**src/logic/cgt_pkg.sv**
```systemverilog
// constants, types and helpers shared by the guard-time uart block
package cgt_pkg;
    // register indices; byte address is four times the index
    localparam logic [7:0] IDX_DIVIDER = 8'h02;
    localparam logic [7:0] IDX_CONFIG2 = 8'h03;
    localparam logic [7:0] IDX_GUARD = 8'h05;
    localparam logic [7:0] IDX_CONFIG1 = 8'h06;
    localparam logic [7:0] IDX_HOLDING = 8'h08;
    localparam logic [7:0] IDX_STATUS = 8'h09;
    localparam int unsigned ADDR_SHIFT = 2;
    // field positions
    localparam int unsigned PSC_BIT = 0;
    localparam int unsigned TXMODE_BIT = 3;
    localparam int unsigned PROTOCOL_SELECT_BIT = 4;
    localparam int unsigned ST_EMPTY_BIT = 0;
    localparam int unsigned ST_BUSY_BIT = 1;
    // reset values
    localparam logic [7:0] DIVIDER_RST = 8'h00;
    localparam logic [7:0] GUARD_RST = 8'h00;
    localparam logic [7:0] HOLDING_RST = 8'h00;
    // etu arithmetic, counted in fifths of an etu
    localparam int unsigned ETU_W = 13;
    localparam int unsigned FIFTH_W = 11;
    localparam logic [5:0] PRESCALE_LO = 6'h1f;
    localparam logic [5:0] PRESCALE_HI = 6'h20;
    localparam logic [2:0] FIFTHS_PER_ETU = 3'h5;
    localparam logic [3:0] FRAME_BITS = 4'ha;
    localparam logic [7:0] GUARD_SPECIAL = 8'hff;
    localparam logic [3:0] STOP_T0 = 4'ha;
    localparam logic [3:0] STOP_T1 = 4'h5;
    localparam logic [3:0] REV2_TRIM = 4'h1;
    // axi responses
    localparam logic [1:0] RESP_OKAY = 2'h0;
    localparam logic [1:0] RESP_SLVERR = 2'h2;

    typedef enum logic [1:0] {
        CGT_IDLE = 2'h0,
        CGT_GUARD = 2'h1,
        CGT_BITS = 2'h2,
        CGT_STOP = 2'h3
    } cgt_tx_state_e;

    // fifths of an etu spent before the start bit
    function automatic logic [FIFTH_W-1:0] cgt_guard_fifths(input logic [7:0] gt);
        if (gt == GUARD_SPECIAL) begin
            return '0;
        end
        return FIFTH_W'({gt, 2'h0}) + FIFTH_W'(gt);
    endfunction

    // fifths of an etu the line idles after the parity bit
    function automatic logic [3:0] cgt_stop_fifths(input logic [7:0] gt, input logic protocol_select, input logic rev2);
        logic [3:0] base;
        base = protocol_select ? STOP_T1 : STOP_T0;
        if (gt == GUARD_SPECIAL && rev2) begin
            return base - REV2_TRIM;
        end
        return base;
    endfunction
endpackage

```
**src/logic/cgt_link_if.sv**
```systemverilog
// link between the register front end, the etu timer and the frame sender
`timescale 1ns/100ps
`default_nettype none
interface cgt_link_if;
    import cgt_pkg::*;
    logic restart;
    logic fifth;
    logic [ETU_W-1:0] etu_len;
    logic start;
    logic [7:0] data;
    logic [7:0] guard;
    logic protocol_select;
    logic busy;
    logic io_out;
    logic io_oe;
    modport timer(input restart, input etu_len, output fifth);
    modport tx(input fifth, input start, input data, input guard, input protocol_select,
               output restart, output busy, output io_out, output io_oe);
    modport ctrl(output etu_len, output start, output data, output guard, output protocol_select,
                 input busy, input io_out, input io_oe);
endinterface
`default_nettype wire

```
**src/logic/cgt_etu_timer.sv**
```systemverilog
// fractional etu timer: one tick per fifth of an etu, exact on average
`timescale 1ns/100ps
`default_nettype none
module cgt_etu_timer (
    // clock and reset
    input wire logic aclk,
    input wire logic aresetn,
    // link
    cgt_link_if.timer lk
);
    import cgt_pkg::*;

    typedef struct packed {
        logic [ETU_W:0] acc;
        logic [2:0] fc;
        logic fifth;
        logic etu;
        logic [ETU_W-1:0] len;
    } cgt_tim_s;

    cgt_tim_s s_q;
    cgt_tim_s s_d;
    logic [ETU_W:0] h_cyc_q;

    // the restart reaches here a clock late and the sender acts a clock after a tick,
    // so a fresh etu starts two clocks along to keep the first bit exactly one etu
    localparam int unsigned LEAD_CLKS = 2;
    localparam logic [ETU_W:0] LEAD_CNT = (ETU_W + 1)'(LEAD_CLKS);
    localparam logic [ETU_W:0] LEAD_ACC = (ETU_W + 1)'(LEAD_CLKS * FIFTHS_PER_ETU);

    // a tick from the old phase must not reach the sender in its restart cycle
    assign lk.fifth = s_q.fifth && !lk.restart;

    // adding five per clock against the etu length avoids a divider
    always_comb begin
        logic [ETU_W:0] sum;
        sum = s_q.acc + (ETU_W + 1)'(FIFTHS_PER_ETU);
        s_d = s_q;
        s_d.fifth = 1'b0;
        s_d.etu = 1'b0;
        s_d.len = lk.etu_len;
        // a new etu length starts a fresh phase, like a restart
        if (lk.restart || lk.etu_len != s_q.len) begin
            s_d.acc = LEAD_ACC;
            s_d.fc = '0;
        end else if (lk.etu_len != '0) begin
            if (sum >= {1'b0, lk.etu_len}) begin
                s_d.acc = sum - {1'b0, lk.etu_len};
                s_d.fifth = 1'b1;
                if (s_q.fc == FIFTHS_PER_ETU - 3'h1) begin
                    s_d.fc = '0;
                    s_d.etu = 1'b1;
                end else begin
                    s_d.fc = s_q.fc + 3'h1;
                end
            end else begin
                s_d.acc = sum;
            end
        end
    end

    always_ff @(posedge aclk) begin
        if (!aresetn) begin
            s_q <= '0;
        end else begin
            s_q <= s_d;
        end
    end

    always_ff @(posedge aclk) begin
        if (!aresetn || lk.restart || lk.etu_len != s_q.len) begin
            h_cyc_q <= LEAD_CNT;
        end else if (s_q.etu) begin
            h_cyc_q <= (ETU_W + 1)'(1);
        end else begin
            h_cyc_q <= h_cyc_q + (ETU_W + 1)'(1);
        end
    end

    a_etu_length: assert property (@(posedge aclk) disable iff (!aresetn)
        s_q.etu |-> h_cyc_q == {1'b0, lk.etu_len})
        else $error("etu tick not one etu length apart");
endmodule
`default_nettype wire

```
**src/logic/cgt_frame_tx.sv**
```systemverilog
// character sender: guard wait, start, eight data, parity, stop time
`timescale 1ns/100ps
`default_nettype none
module cgt_frame_tx #(
    parameter bit REV2 = 1'b0
) (
    // clock and reset
    input wire logic aclk,
    input wire logic aresetn,
    // link
    cgt_link_if.tx lk
);
    import cgt_pkg::*;

    typedef struct packed {
        cgt_tx_state_e st;
        logic [FIFTH_W-1:0] cnt;
        logic [3:0] bit_idx;
        logic [9:0] shreg;
        logic [7:0] gt;
        logic protocol_select;
        logic restart;
        logic busy;
        logic io_out;
        logic io_oe;
    } cgt_tx_s;

    localparam cgt_tx_s TX_RST = '{st: CGT_IDLE, io_out: 1'b1, default: '0};

    cgt_tx_s s_q;
    cgt_tx_s s_d;
    logic [FIFTH_W-1:0] hg_q;
    logic [3:0] hs_q;

    assign lk.restart = s_q.restart;
    assign lk.busy = s_q.busy;
    assign lk.io_out = s_q.io_out;
    assign lk.io_oe = s_q.io_oe;

    always_comb begin
        s_d = s_q;
        s_d.restart = 1'b0;
        unique case (s_q.st)
            CGT_IDLE: begin
                if (lk.start) begin
                    // settings are frozen per character
                    s_d.gt = lk.guard;
                    s_d.protocol_select = lk.protocol_select;
                    s_d.shreg = {^lk.data, lk.data, 1'b0};
                    s_d.cnt = '0;
                    s_d.bit_idx = '0;
                    s_d.restart = 1'b1;
                    s_d.busy = 1'b1;
                    if (cgt_guard_fifths(lk.guard) == '0) begin
                        s_d.st = CGT_BITS;
                        s_d.io_oe = 1'b1;
                        s_d.io_out = 1'b0;
                    end else begin
                        s_d.st = CGT_GUARD;
                    end
                end
            end
            CGT_GUARD: begin
                if (lk.fifth) begin
                    s_d.cnt = s_q.cnt + FIFTH_W'(1);
                    if (s_d.cnt == cgt_guard_fifths(s_q.gt)) begin
                        s_d.st = CGT_BITS;
                        s_d.cnt = '0;
                        s_d.io_oe = 1'b1;
                        s_d.io_out = s_q.shreg[0];
                    end
                end
            end
            CGT_BITS: begin
                if (lk.fifth) begin
                    s_d.cnt = s_q.cnt + FIFTH_W'(1);
                    if (s_d.cnt == FIFTH_W'(FIFTHS_PER_ETU)) begin
                        s_d.cnt = '0;
                        if (s_q.bit_idx == FRAME_BITS - 4'h1) begin
                            s_d.st = CGT_STOP;
                            s_d.io_oe = 1'b0;
                            s_d.io_out = 1'b1;
                        end else begin
                            s_d.bit_idx = s_q.bit_idx + 4'h1;
                            s_d.shreg = {1'b1, s_q.shreg[9:1]};
                            s_d.io_out = s_q.shreg[1];
                        end
                    end
                end
            end
            CGT_STOP: begin
                if (lk.fifth) begin
                    s_d.cnt = s_q.cnt + FIFTH_W'(1);
                    if (s_d.cnt == FIFTH_W'(cgt_stop_fifths(s_q.gt, s_q.protocol_select, REV2))) begin
                        s_d.st = CGT_IDLE;
                        s_d.busy = 1'b0;
                    end
                end
            end
        endcase
    end

    always_ff @(posedge aclk) begin
        if (!aresetn) begin
            s_q <= TX_RST;
        end else begin
            s_q <= s_d;
        end
    end

    // fifth ticks seen in the guard and stop phases, for checking only
    always_ff @(posedge aclk) begin
        if (!aresetn || s_q.st == CGT_IDLE) begin
            hg_q <= '0;
        end else if (s_q.st == CGT_GUARD && lk.fifth) begin
            hg_q <= hg_q + FIFTH_W'(1);
        end
        if (!aresetn || s_q.st == CGT_BITS) begin
            hs_q <= '0;
        end else if (s_q.st == CGT_STOP && lk.fifth) begin
            hs_q <= hs_q + 4'h1;
        end
    end

    a_guard_wait: assert property (@(posedge aclk) disable iff (!aresetn)
        ($past(s_q.st) == CGT_GUARD && s_q.st == CGT_BITS) |-> hg_q == FIFTH_W'({s_q.gt, 2'h0}) + FIFTH_W'(s_q.gt))
        else $error("guard wait not guard value times one etu");
    a_ff_block: assert property (@(posedge aclk) disable iff (!aresetn)
        ($past(s_q.st) == CGT_STOP && s_q.st == CGT_IDLE && s_q.protocol_select && s_q.gt == GUARD_SPECIAL)
        |-> hs_q == (REV2 ? 4'h4 : 4'h5))
        else $error("block protocol special guard period wrong");
    a_ff_char: assert property (@(posedge aclk) disable iff (!aresetn)
        ($past(s_q.st) == CGT_STOP && s_q.st == CGT_IDLE && !s_q.protocol_select && s_q.gt == GUARD_SPECIAL)
        |-> hs_q == (REV2 ? 4'h9 : 4'ha))
        else $error("character protocol special guard period wrong");
    a_protocol_select_stop: assert property (@(posedge aclk) disable iff (!aresetn)
        ($past(s_q.st) == CGT_STOP && s_q.st == CGT_IDLE && s_q.gt != GUARD_SPECIAL)
        |-> hs_q == (s_q.protocol_select ? 4'h5 : 4'ha))
        else $error("stop time does not follow protocol select");
endmodule
`default_nettype wire

```
**src/logic/cgt_uart_guard.sv**
```systemverilog
// guard-time character timing of a card uart, registers over axi4-lite
//
// Our own choice: the AXI4-Lite slave port.
`timescale 1ns/100ps
`default_nettype none
module cgt_uart_guard #(
    parameter bit REV2 = 1'b0
) (
    // clock and reset
    input wire logic aclk,
    input wire logic aresetn,
    // axi4-lite write address
    input wire logic awvalid,
    output logic awready,
    input wire logic [7:0] awaddr,
    // axi4-lite write data
    input wire logic wvalid,
    output logic wready,
    input wire logic [31:0] wdata,
    input wire logic [3:0] wstrb,
    // axi4-lite write response
    output logic bvalid,
    input wire logic bready,
    output logic [1:0] bresp,
    // axi4-lite read address
    input wire logic arvalid,
    output logic arready,
    input wire logic [7:0] araddr,
    // axi4-lite read data
    output logic rvalid,
    input wire logic rready,
    output logic [31:0] rdata,
    output logic [1:0] rresp,
    // card i/o line
    output logic io_out,
    output logic io_oe
);
    import cgt_pkg::*;

    localparam logic [7:0] ADDR_DIVIDER = IDX_DIVIDER << ADDR_SHIFT;
    localparam logic [7:0] ADDR_CONFIG2 = IDX_CONFIG2 << ADDR_SHIFT;
    localparam logic [7:0] ADDR_GUARD = IDX_GUARD << ADDR_SHIFT;
    localparam logic [7:0] ADDR_CONFIG1 = IDX_CONFIG1 << ADDR_SHIFT;
    localparam logic [7:0] ADDR_HOLDING = IDX_HOLDING << ADDR_SHIFT;
    localparam logic [7:0] ADDR_STATUS = IDX_STATUS << ADDR_SHIFT;

    typedef struct packed {
        logic [7:0] divider;
        logic prescaler_select;
        logic [7:0] guard;
        logic protocol_select;
        logic tx_mode;
        logic [7:0] holding;
        logic full;
        logic start;
        logic aw_have;
        logic [7:0] awaddr;
        logic w_have;
        logic [7:0] wdata;
        logic wstrb0;
        logic awready;
        logic wready;
        logic bvalid;
        logic [1:0] bresp;
        logic arready;
        logic rvalid;
        logic [31:0] rdata;
        logic [1:0] rresp;
    } cgt_regs_s;

    localparam cgt_regs_s REGS_RST = '{divider: DIVIDER_RST, guard: GUARD_RST,
                                       holding: HOLDING_RST, default: '0};

    cgt_regs_s s_q;
    cgt_regs_s s_d;

    cgt_link_if lk ();

    cgt_etu_timer u_timer (
        .aclk(aclk),
        .aresetn(aresetn),
        .lk(lk.timer)
    );

    cgt_frame_tx #(
        .REV2(REV2)
    ) u_tx (
        .aclk(aclk),
        .aresetn(aresetn),
        .lk(lk.tx)
    );

    // one etu in card clocks
    assign lk.etu_len = ETU_W'(s_q.prescaler_select ? PRESCALE_HI : PRESCALE_LO) * ETU_W'(s_q.divider);
    assign lk.start = s_q.start;
    assign lk.data = s_q.holding;
    assign lk.guard = s_q.guard;
    assign lk.protocol_select = s_q.protocol_select;

    assign awready = s_q.awready;
    assign wready = s_q.wready;
    assign bvalid = s_q.bvalid;
    assign bresp = s_q.bresp;
    assign arready = s_q.arready;
    assign rvalid = s_q.rvalid;
    assign rdata = s_q.rdata;
    assign rresp = s_q.rresp;
    assign io_out = lk.io_out;
    assign io_oe = lk.io_oe;

    function automatic logic cgt_mapped(input logic [7:0] a);
        return a == ADDR_DIVIDER || a == ADDR_CONFIG2 || a == ADDR_GUARD ||
               a == ADDR_CONFIG1 || a == ADDR_HOLDING || a == ADDR_STATUS;
    endfunction

    function automatic logic [31:0] cgt_read(input cgt_regs_s r, input logic [7:0] a, input logic busy);
        logic [7:0] v;
        v = '0;
        unique case (a)
            ADDR_DIVIDER: v = r.divider;
            ADDR_CONFIG2: v[PSC_BIT] = r.prescaler_select;
            ADDR_GUARD: v = r.guard;
            ADDR_CONFIG1: begin
                v[PROTOCOL_SELECT_BIT] = r.protocol_select;
                v[TXMODE_BIT] = r.tx_mode;
            end
            ADDR_HOLDING: v = r.holding;
            ADDR_STATUS: begin
                v[ST_EMPTY_BIT] = !r.full;
                v[ST_BUSY_BIT] = busy;
            end
            default: v = '0;
        endcase
        return {24'h00_0000, v};
    endfunction

    always_comb begin
        s_d = s_q;
        // hand one character to the sender while idle in transmit mode
        s_d.start = s_q.full && s_q.tx_mode && !lk.busy && !s_q.start;
        if (s_q.start) begin
            s_d.full = 1'b0;
        end
        // write address and data are caught in either order
        if (awvalid && s_q.awready) begin
            s_d.aw_have = 1'b1;
            s_d.awaddr = awaddr;
        end
        if (wvalid && s_q.wready) begin
            s_d.w_have = 1'b1;
            s_d.wdata = wdata[7:0];
            s_d.wstrb0 = wstrb[0];
        end
        if (s_q.bvalid && bready) begin
            s_d.bvalid = 1'b0;
        end
        if (s_q.aw_have && s_q.w_have) begin
            s_d.aw_have = 1'b0;
            s_d.w_have = 1'b0;
            s_d.bvalid = 1'b1;
            s_d.bresp = cgt_mapped(s_q.awaddr) ? RESP_OKAY : RESP_SLVERR;
            if (s_q.wstrb0) begin
                unique case (s_q.awaddr)
                    ADDR_DIVIDER: s_d.divider = s_q.wdata;
                    ADDR_CONFIG2: s_d.prescaler_select = s_q.wdata[PSC_BIT];
                    ADDR_GUARD: s_d.guard = s_q.wdata;
                    ADDR_CONFIG1: begin
                        s_d.protocol_select = s_q.wdata[PROTOCOL_SELECT_BIT];
                        s_d.tx_mode = s_q.wdata[TXMODE_BIT];
                    end
                    ADDR_HOLDING: begin
                        // a new character beats the hand-off clear
                        s_d.holding = s_q.wdata;
                        s_d.full = 1'b1;
                    end
                    default: s_d.divider = s_q.divider;
                endcase
            end
        end
        s_d.awready = !s_d.aw_have && !s_d.bvalid;
        s_d.wready = !s_d.w_have && !s_d.bvalid;
        // read answered on the edge the address is taken
        if (s_q.rvalid && rready) begin
            s_d.rvalid = 1'b0;
        end
        if (arvalid && s_q.arready) begin
            s_d.rvalid = 1'b1;
            s_d.rdata = cgt_read(s_q, araddr, lk.busy);
            s_d.rresp = cgt_mapped(araddr) ? RESP_OKAY : RESP_SLVERR;
        end
        s_d.arready = !s_d.rvalid;
    end

    always_ff @(posedge aclk) begin
        if (!aresetn) begin
            s_q <= REGS_RST;
        end else begin
            s_q <= s_d;
        end
    end

    a_guard_reset: assert property (@(posedge aclk)
        !aresetn |=> s_q.guard == GUARD_RST)
        else $error("guard register not zero after reset");
    a_prescale_pick: assert property (@(posedge aclk) disable iff (!aresetn)
        (s_q.aw_have && s_q.w_have && s_q.wstrb0 && s_q.awaddr == ADDR_CONFIG2)
        |=> (lk.etu_len == (s_q.prescaler_select ? 13'h0020 : 13'h001f) * ETU_W'(s_q.divider))
        ##0 (s_q.prescaler_select == $past(s_q.wdata[PSC_BIT])))
        else $error("prescaler select not followed");
    a_tx_handoff: assert property (@(posedge aclk) disable iff (!aresetn)
        (s_q.full && s_q.tx_mode && !lk.busy && !s_q.start) |=> s_q.start ##1 lk.busy)
        else $error("pending character not handed to sender");
endmodule
`default_nettype wire

```
**config.mk**
```make
export PLATFORM = sky130hd
export DESIGN_NAME = cgt_uart_guard
export DESIGN_NICKNAME = d
export VERILOG_FILES = /design/src/logic/cgt_pkg.sv /design/src/logic/cgt_link_if.sv /design/src/logic/cgt_etu_timer.sv /design/src/logic/cgt_frame_tx.sv /design/src/logic/cgt_uart_guard.sv
export SDC_FILE = /design/constraint.sdc
export NUM_CORES = 1
export LEC_CHECK = 0
export ABC_AREA = 1
export BUFFER_PORTS_ARGS = -buffer_cell sky130_fd_sc_hd__buf_2
export CORE_ASPECT_RATIO = 0.6
export CORE_MARGIN = 1
export CORE_UTILIZATION = 65
export DETAILED_ROUTE_END_ITERATION = 10
export PLACE_DENSITY = 0.87
export SKIP_CTS_REPAIR_TIMING = 1
export SYNTH_ARGS = -nofsm -noshare
export SYNTH_HDL_FRONTEND = slang
export SYNTH_SLANG_ARGS = --single-unit
```
**constraint.sdc**
```tcl
create_clock -name aclk -period 13.9 [get_ports aclk]
set_clock_uncertainty 0.1 [all_clocks]
set_input_delay 1.39 -clock aclk [delete_from_list [all_inputs] [get_ports aclk]]
set_output_delay 1.39 -clock aclk [all_outputs]
set_load 0.02 [all_outputs]
```
==> flow_summary_export.csv, run 1 <==
group,metric,value,unit
critical_path,worstSetupPathType,"reg2reg",
critical_path,end_kind,"register",
sta,tns,0,ns
clock_network,numCtsBuffers,17,
yosys,yosysSeqAreaShare,28.39,%
sta,fmax,0.1545,GHz
yosys,netlist-cell-type-count,50,
placed_design,dp_hpwl,17400,um
final_layout,syn_to_final_growth,7.909,%
critical_path,start_kind,"register",
sta,setup_violations,0,
floorplanning,dieArea,14710,sq um
worst_hold_path,hold_start,"s_q[59]$_SDFF_PN0_",
outcome,status,"finished, final reports clean",
yosys,synth_top_area_share,28.39,%
route,ant_nets,0,
yosys,synthArstFlopShare,0,%
yosys,ys_ff_latch,131,
final_layout,drive_above_1_share,7.493,%
route,dr.pass1.iters,7,
floorplanning,rows,33,
worst_hold_path,whs_path_depth,1,
power_and_ir_drop,power_density,97.20,nW/um^2
global_routing,grt_pass1_wl,39430,um
clock_network,numClockSinks,131,
route,detail_route.vias_per_cell,5.775,
critical_path,crit_path_top_delay_cell,"dfxtp_1",
critical_path,arrival,6.70,ns
clock_network,clock-root-buffer,"clkbuf_16",
yosys,yosys-top-cells-area,"dfxtp_1, nand2_1, ha_1",
critical_path,cp.required,14.12,ns
final_layout,post-route-util,72.51,%
clock_network,clk_latency,0.43,ns
sta,rsz0062_at_grt,"false",
critical_path,critPathBufInv,7,
floorplanning,die_y,94.35,um
global_routing,antenna_found_initial,0,
yosys,synth_area,9239,sq um
clock_network,cts_max_path_buffers,2,
critical_path,crit_top_cell,"nand2_1",
sta,post-route-min-period,6.473,ns
placed_design,dpl_cell_area,9370,sq um
worst_hold_path,min_to,"awready$_SDFF_PN0_",
critical_path,cp_slowest_stage_delay,0.59,ns
sta,layout_worst_path_cycle_share,46.57,%
final_layout,nets,1513,
final_layout,mostFrequentLayoutCells,"nand2_1, inv_1, nor2_1",
critical_path,reg2reg_from,"s_q[80]$_SDFFE_PN0P_",
sta,finalHoldViolations,0,
global_routing,grt_max_degree,72,
global_routing,overflow,0,
floorplanning,fp.dieW,155.9,um
critical_path,cp_max_fo,16,
yosys,synth_edf_count,0,
sta,holdWs,0.3490,ns
final_layout,diodes,0,
sta,slew-limit-headroom,27.00,%
route,vias,9124,
route,drt_wl_total,23960,um
power_and_ir_drop,peakVddDrop,0.00007529,V
clock_network,htreeDepth,4,
final_layout,final_area,9970,sq um
yosys,yosysWarningCount,0,
yosys,syn-instance-count,1358,
critical_path,r2r_setup_slack,7.43,ns
route,drtIter0Drc,876,
placed_design,place.gp.congestion,1.016,
global_routing,track_usage,33.84,%
power_and_ir_drop,p_leak,4.747,nW
global_routing,grt_pass1_vias,8185,
yosys,avgSynthCellArea,6.803,sq um
placed_design,port_buffers,48,
sta,drv_slew,0,
clock_network,cts_tree,"yes",
job,maxCapViolCount,0,
worst_hold_path,hold_class,"reg2reg",
clock_network,clk_pin_slew,0.07,ns
critical_path,critPathTopFamily,"adder cells",
yosys,synth_top_area_cell,"dfxtp_1",
floorplanning,start_util,67.19,%
final_layout,nFillCells,1104,
yosys,synth_flop_cell,"dfxtp_1",
floorplanning,core_area,13750,sq um
critical_path,r2r_cells,28,
sta,tightest_slew,1.085,ns
final_layout,final_common_cell,"nand2_1",
route,drc,0,
critical_path,r2r-end,"u_timer.s_q[18]$_SDFFE_PP0P_",
floorplanning,ios,102,
route,wire_per_inst,15.16,um
-- per-layer routing --
layer	global-route usage (%)	wire (um)	part of all wire, %
met4	10.54	449	1.9
met5	0	0	0
met1	46.73	10860	45
met3	7.802	2445	10
met2	52.46	10200	43
-- stage by stage --
stage | power, mW | setup WS, ns | instances
floorplan | 0.4913 | 8.741 | 1383
global placement | 0.5076 | 7.972 | 1548
detailed placement | 0.5107 | 7.871 | 1548
CTS | 0.9671 | 7.659 | 1580
global route | 0.9984 | 7.002 | 1580
finish | 0.9690 | 7.427 | 1580
-- where the power goes --
group          internal (mW)  total, mW  switching, mW  leakage (nW)
Clock                  0.259      0.463          0.204         0.296
Combinational         0.0318      0.110         0.0779          3.39
Sequential             0.387      0.396        0.00844          1.06
-- worst reg2reg max path, delay by kind of cell (launching register included) --
| family | cells | cell delay, ns |
|---|---|---|
| DFF | 1 | 0.59 |
| adders and majority gates | 5 | 1.96 |
| AOI/OAI and AO/OA | 4 | 0.74 |
| buffers and inverters | 7 | 0.88 |
| and+or+nand+nor | 11 | 1.81 |
| xor gates and xnor gates | 1 | 0.32 |
-- state kept, by name, summed over array words and instances, names as in the netlist, 8 cells and up --
name and flops:
rdata 8, lk.guard 8, s_q 30, lk.data 8
u_timer.s_q 28, u_tx.s_q 36
-- cell type report --
type                       instances  area (sq um)  share of cell area (%)
clock buffer                      17         425.4                   4.267
clock inverter                    15         173.9                   1.744
inverter                         196         735.7                   7.380
multi-input combinational        978          5509                   55.26
sequential                       131          2623                   26.31
tap                              192         240.2                   2.410
timing repair buffer              51         262.8                   2.636
-- Yosys cell counts (4+ instances only) --
cell,count
a211oi_1,5
a21oi_1,105
buf_2,9
buf_4,37
clkbuf_1,26
dfxtp_1,131
fa_1,18
ha_1,61
inv_1,191
nand2_1,258
nand3_1,75
nand3b_1,5
nand4_1,40
nor2_1,151
nor2_2,4
nor3_1,22
nor4_1,6
o21ai_0,93
o21ai_1,10
o21bai_1,9
o221ai_1,5
o22ai_1,5
xnor2_1,17
xor2_1,26
-- how the worst max path moves through the flow --
stage	from	to	slack, ns	cells past startpoint
after floorplan	s_q[80]$_SDFFE_PN0P_	u_timer.s_q[24]$_SDFFE_PP0P_	8.74	31
after global placement	s_q[80]$_SDFFE_PN0P_	u_timer.s_q[18]$_SDFFE_PP0P_	7.97	28
after detailed placement	s_q[80]$_SDFFE_PN0P_	u_timer.s_q[18]$_SDFFE_PP0P_	7.87	28
after CTS	s_q[80]$_SDFFE_PN0P_	u_timer.s_q[18]$_SDFFE_PP0P_	7.66	28
after global routing	s_q[80]$_SDFFE_PN0P_	u_timer.s_q[22]$_SDFFE_PP0P_	7.00	27
final	s_q[80]$_SDFFE_PN0P_	u_timer.s_q[18]$_SDFFE_PP0P_	7.43	28
-- cell families after synthesis --
group                      synth area share (%)
and+or+nand+nor                           27.10
buffers and inverters                     13.00
AOI/OAI and AO/OA                         14.71
DFF                                       28.39
adders and majority gates                 12.16
xor gates and xnor gates                  4.605
other                                   0.04059
No activity file was read; power rests on OpenSTA's default activity.
==> inputs of run 2 (changes only) <==
--- a/config.mk
+++ b/config.mk
@@ -9,9 +9,9 @@
 export BUFFER_PORTS_ARGS = -buffer_cell sky130_fd_sc_hd__buf_2
 export CORE_ASPECT_RATIO = 0.6
 export CORE_MARGIN = 1
-export CORE_UTILIZATION = 65
+export CORE_UTILIZATION = 54
 export DETAILED_ROUTE_END_ITERATION = 10
-export PLACE_DENSITY = 0.87
+export PLACE_DENSITY = 0.77
 export SKIP_CTS_REPAIR_TIMING = 1
 export SYNTH_ARGS = -nofsm -noshare
 export SYNTH_HDL_FRONTEND = slang
==> constraint.sdc (replaced) <==
create_clock -name aclk -period 5.95 [get_ports aclk]
set_clock_uncertainty 0.1 [all_clocks]
set_input_delay 0.595 -clock aclk [delete_from_list [all_inputs] [get_ports aclk]]
set_output_delay 0.595 -clock aclk [all_outputs]
set_load 0.02 [all_outputs]
==> run 2 against run 1 <==
  * Count of clock-buffer cells in the layout grew 1
  * Sequential share of layout area shrank 0.19 points
  * Sequential power grew 130%
  * Worst hold slack lost 0.032 ns
  * Register-to-register slack lost 7.0 ns
  * Utilization shrank 12 points
  * Combinational power grew 130%
  * Global-route usage shrank 6.6 points
  * Fmax grew 17%
  * First-iteration DRC count shrank 7.3%
==> flow_summary_export.csv, run 2 (synthesized netlist as in run 1, its figures left out) <==
group,metric,value,unit
final_layout,largest_reg_flops,36,
critical_path,end_kind,"register",
route,drc,0,
sta,slew-limit-headroom,25.44,%
critical_path,start_kind,"register",
clock_network,cts_tree,"yes",
global_routing,overflow,0,
route,wire_per_inst,14.15,um
final_layout,drive_above_1_share,8.267,%
final_layout,largest-register,"u_tx.s_q",
critical_path,cp_max_fo,8,
route,vias,8682,
global_routing,grt_max_degree,72,
floorplanning,dieArea,17650,sq um
final_layout,nets,1516,
final_layout,mostFrequentLayoutCells,"nand2_1, inv_1, nor2_1",
critical_path,crit_top_cell,"inv_1",
floorplanning,rows,36,
route,drt_wl_total,22910,um
job,maxCapViolCount,0,
final_layout,fin_cells,1619,
clock_network,numCtsBuffers,17,
final_layout,diodes,0,
sta,drv_slew,0,
power_and_ir_drop,peakVddDrop,0.0001975,V
critical_path,worstSetupPathType,"reg2reg",
placed_design,place.gp.congestion,0.9473,
sta,setup_violations,0,
clock_network,htreeDepth,4,
critical_path,arrival,5.82,ns
placed_design,dp_hpwl,17190,um
floorplanning,core_area,16490,sq um
global_routing,grt_pass1_vias,7681,
sta,finalHoldViolations,0,
critical_path,cp.required,6.23,ns
outcome,status,"finished, final reports clean",
power_and_ir_drop,p_leak,4.729,nW
power_and_ir_drop,power_density,218.3,nW/um^2
route,detail_route.vias_per_cell,5.363,
sta,tns,0,ns
clock_network,numClockSinks,131,
sta,fmax,0.1803,GHz
final_layout,syn_to_final_growth,8.802,%
floorplanning,start_util,56.04,%
global_routing,antenna_found_initial,0,
placed_design,dpl_cell_area,9430,sq um
sta,rsz0062_at_grt,"false",
global_routing,grt_pass1_wl,37670,um
placed_design,port_buffers,48,
final_layout,top_regs,"u_tx.s_q x36, s_q x30, u_timer.s_q x28",
clock_network,clock-root-buffer,"clkbuf_16",
final_layout,final_area,10050,sq um
clock_network,clk_latency,0.43,ns
floorplanning,die_y,103.3,um
critical_path,crit_path_top_delay_cell,"fa_1",
global_routing,track_usage,27.24,%
worst_hold_path,hold_class,"in2reg",
floorplanning,fp.dieW,170.9,um
route,dr.pass1.iters,5,
sta,post-route-min-period,5.546,ns
placed_design,dp.cells,1586,
route,drtIter0Drc,812,
clock_network,cts_max_path_buffers,2,
sta,tightest_slew,1.108,ns
final_layout,final_common_cell,"nand2_1",
critical_path,cp_slowest_stage_delay,0.55,ns
sta,layout_worst_path_cycle_share,93.20,%
clock_network,clk_pin_slew,0.07,ns
route,ant_nets,0,
final_layout,nFillCells,1516,
floorplanning,ios,102,
run 2: cell count changes in the layout (fill, tap and decap cells not counted), sizes merged:
| cell | previous run | this run |
|---|---|---|
| clkbuf | 17 | 18 |
| clkinvlp | 1 | 4 |
| clkinv | 3 | 8 |
| inv | 206 | 197 |
| nand3 | 78 | 79 |
| buf | 51 | 53 |
run 2: per-layer routing:
layer | track usage, % | up-vias | part of all wire [%]
li1 | - | 4413 | -
met1 | 39.72 | 3962 | 50
met2 | 39.50 | 282 | 40
met3 | 7.382 | 25 | 8.9
met4 | 6.868 | 0 | 1.1
met5 | 0 | - | 0
run 2: cell type report:
| cell class | count | area [sq um] | area share (%) |
|---|---|---|---|
| inverter | 196 | 735.7 | 7.319 |
| timing repair buffer | 53 | 277.8 | 2.763 |
| clock inverter | 14 | 130.1 | 1.295 |
| clock buffer | 18 | 429.2 | 4.269 |
| sequential | 131 | 2625 | 26.11 |
| tap | 228 | 285.3 | 2.838 |
| multi-input combinational | 979 | 5569 | 55.40 |
run 2: final timing paths:
path                             start                      endpoint  slack (ns)  depth (start not counted)
setup reg to reg  s_q[84]$_SDFFE_PN0P_  u_timer.s_q[22]$_SDFFE_PP0P_        0.40                         28
hold / removal               awaddr[5]          s_q[56]$_SDFFE_PN0P_        0.32                          3
hold reg to reg     s_q[59]$_SDFF_PN0_            awready$_SDFF_PN0_        0.35                          1
setup / recovery  s_q[84]$_SDFFE_PN0P_  u_timer.s_q[22]$_SDFFE_PP0P_        0.40                         28
run 2: per-stage QoR:
stage          power (mW)  setup WS (ns)  hold WS [ns]  util, %
6_report            2.195         0.4045        0.3175    60.97
3_5_place_dp        1.193         0.3291        0.3344    57.20
2_1_floorplan       1.148         0.7906        0.3211        -
4_1_cts             2.198         0.2137        0.3166    60.60
3_3_place_gp        1.189         0.4258        0.3337    57.20
5_1_grt             2.289        0.05067        0.3259    60.97
run 2: where the power goes:
group,switching (mW),internal (mW)
Clock,0.435,0.578
Combinational,0.181,0.0761
Sequential,0.0193,0.906
Total,0.635,1.56
run 2: worst max-delay path: cells and delay by family, from the launching register on:
family	cells	cell delay [ns]
XOR/XNOR	1	0.22
buffers and inverters	7	0.52
AND/OR/NAND/NOR	8	0.95
adder cells (fa/ha/maj)	5	1.99
flip-flops	1	0.32
AO/OA/AOI/OAI	7	1.39
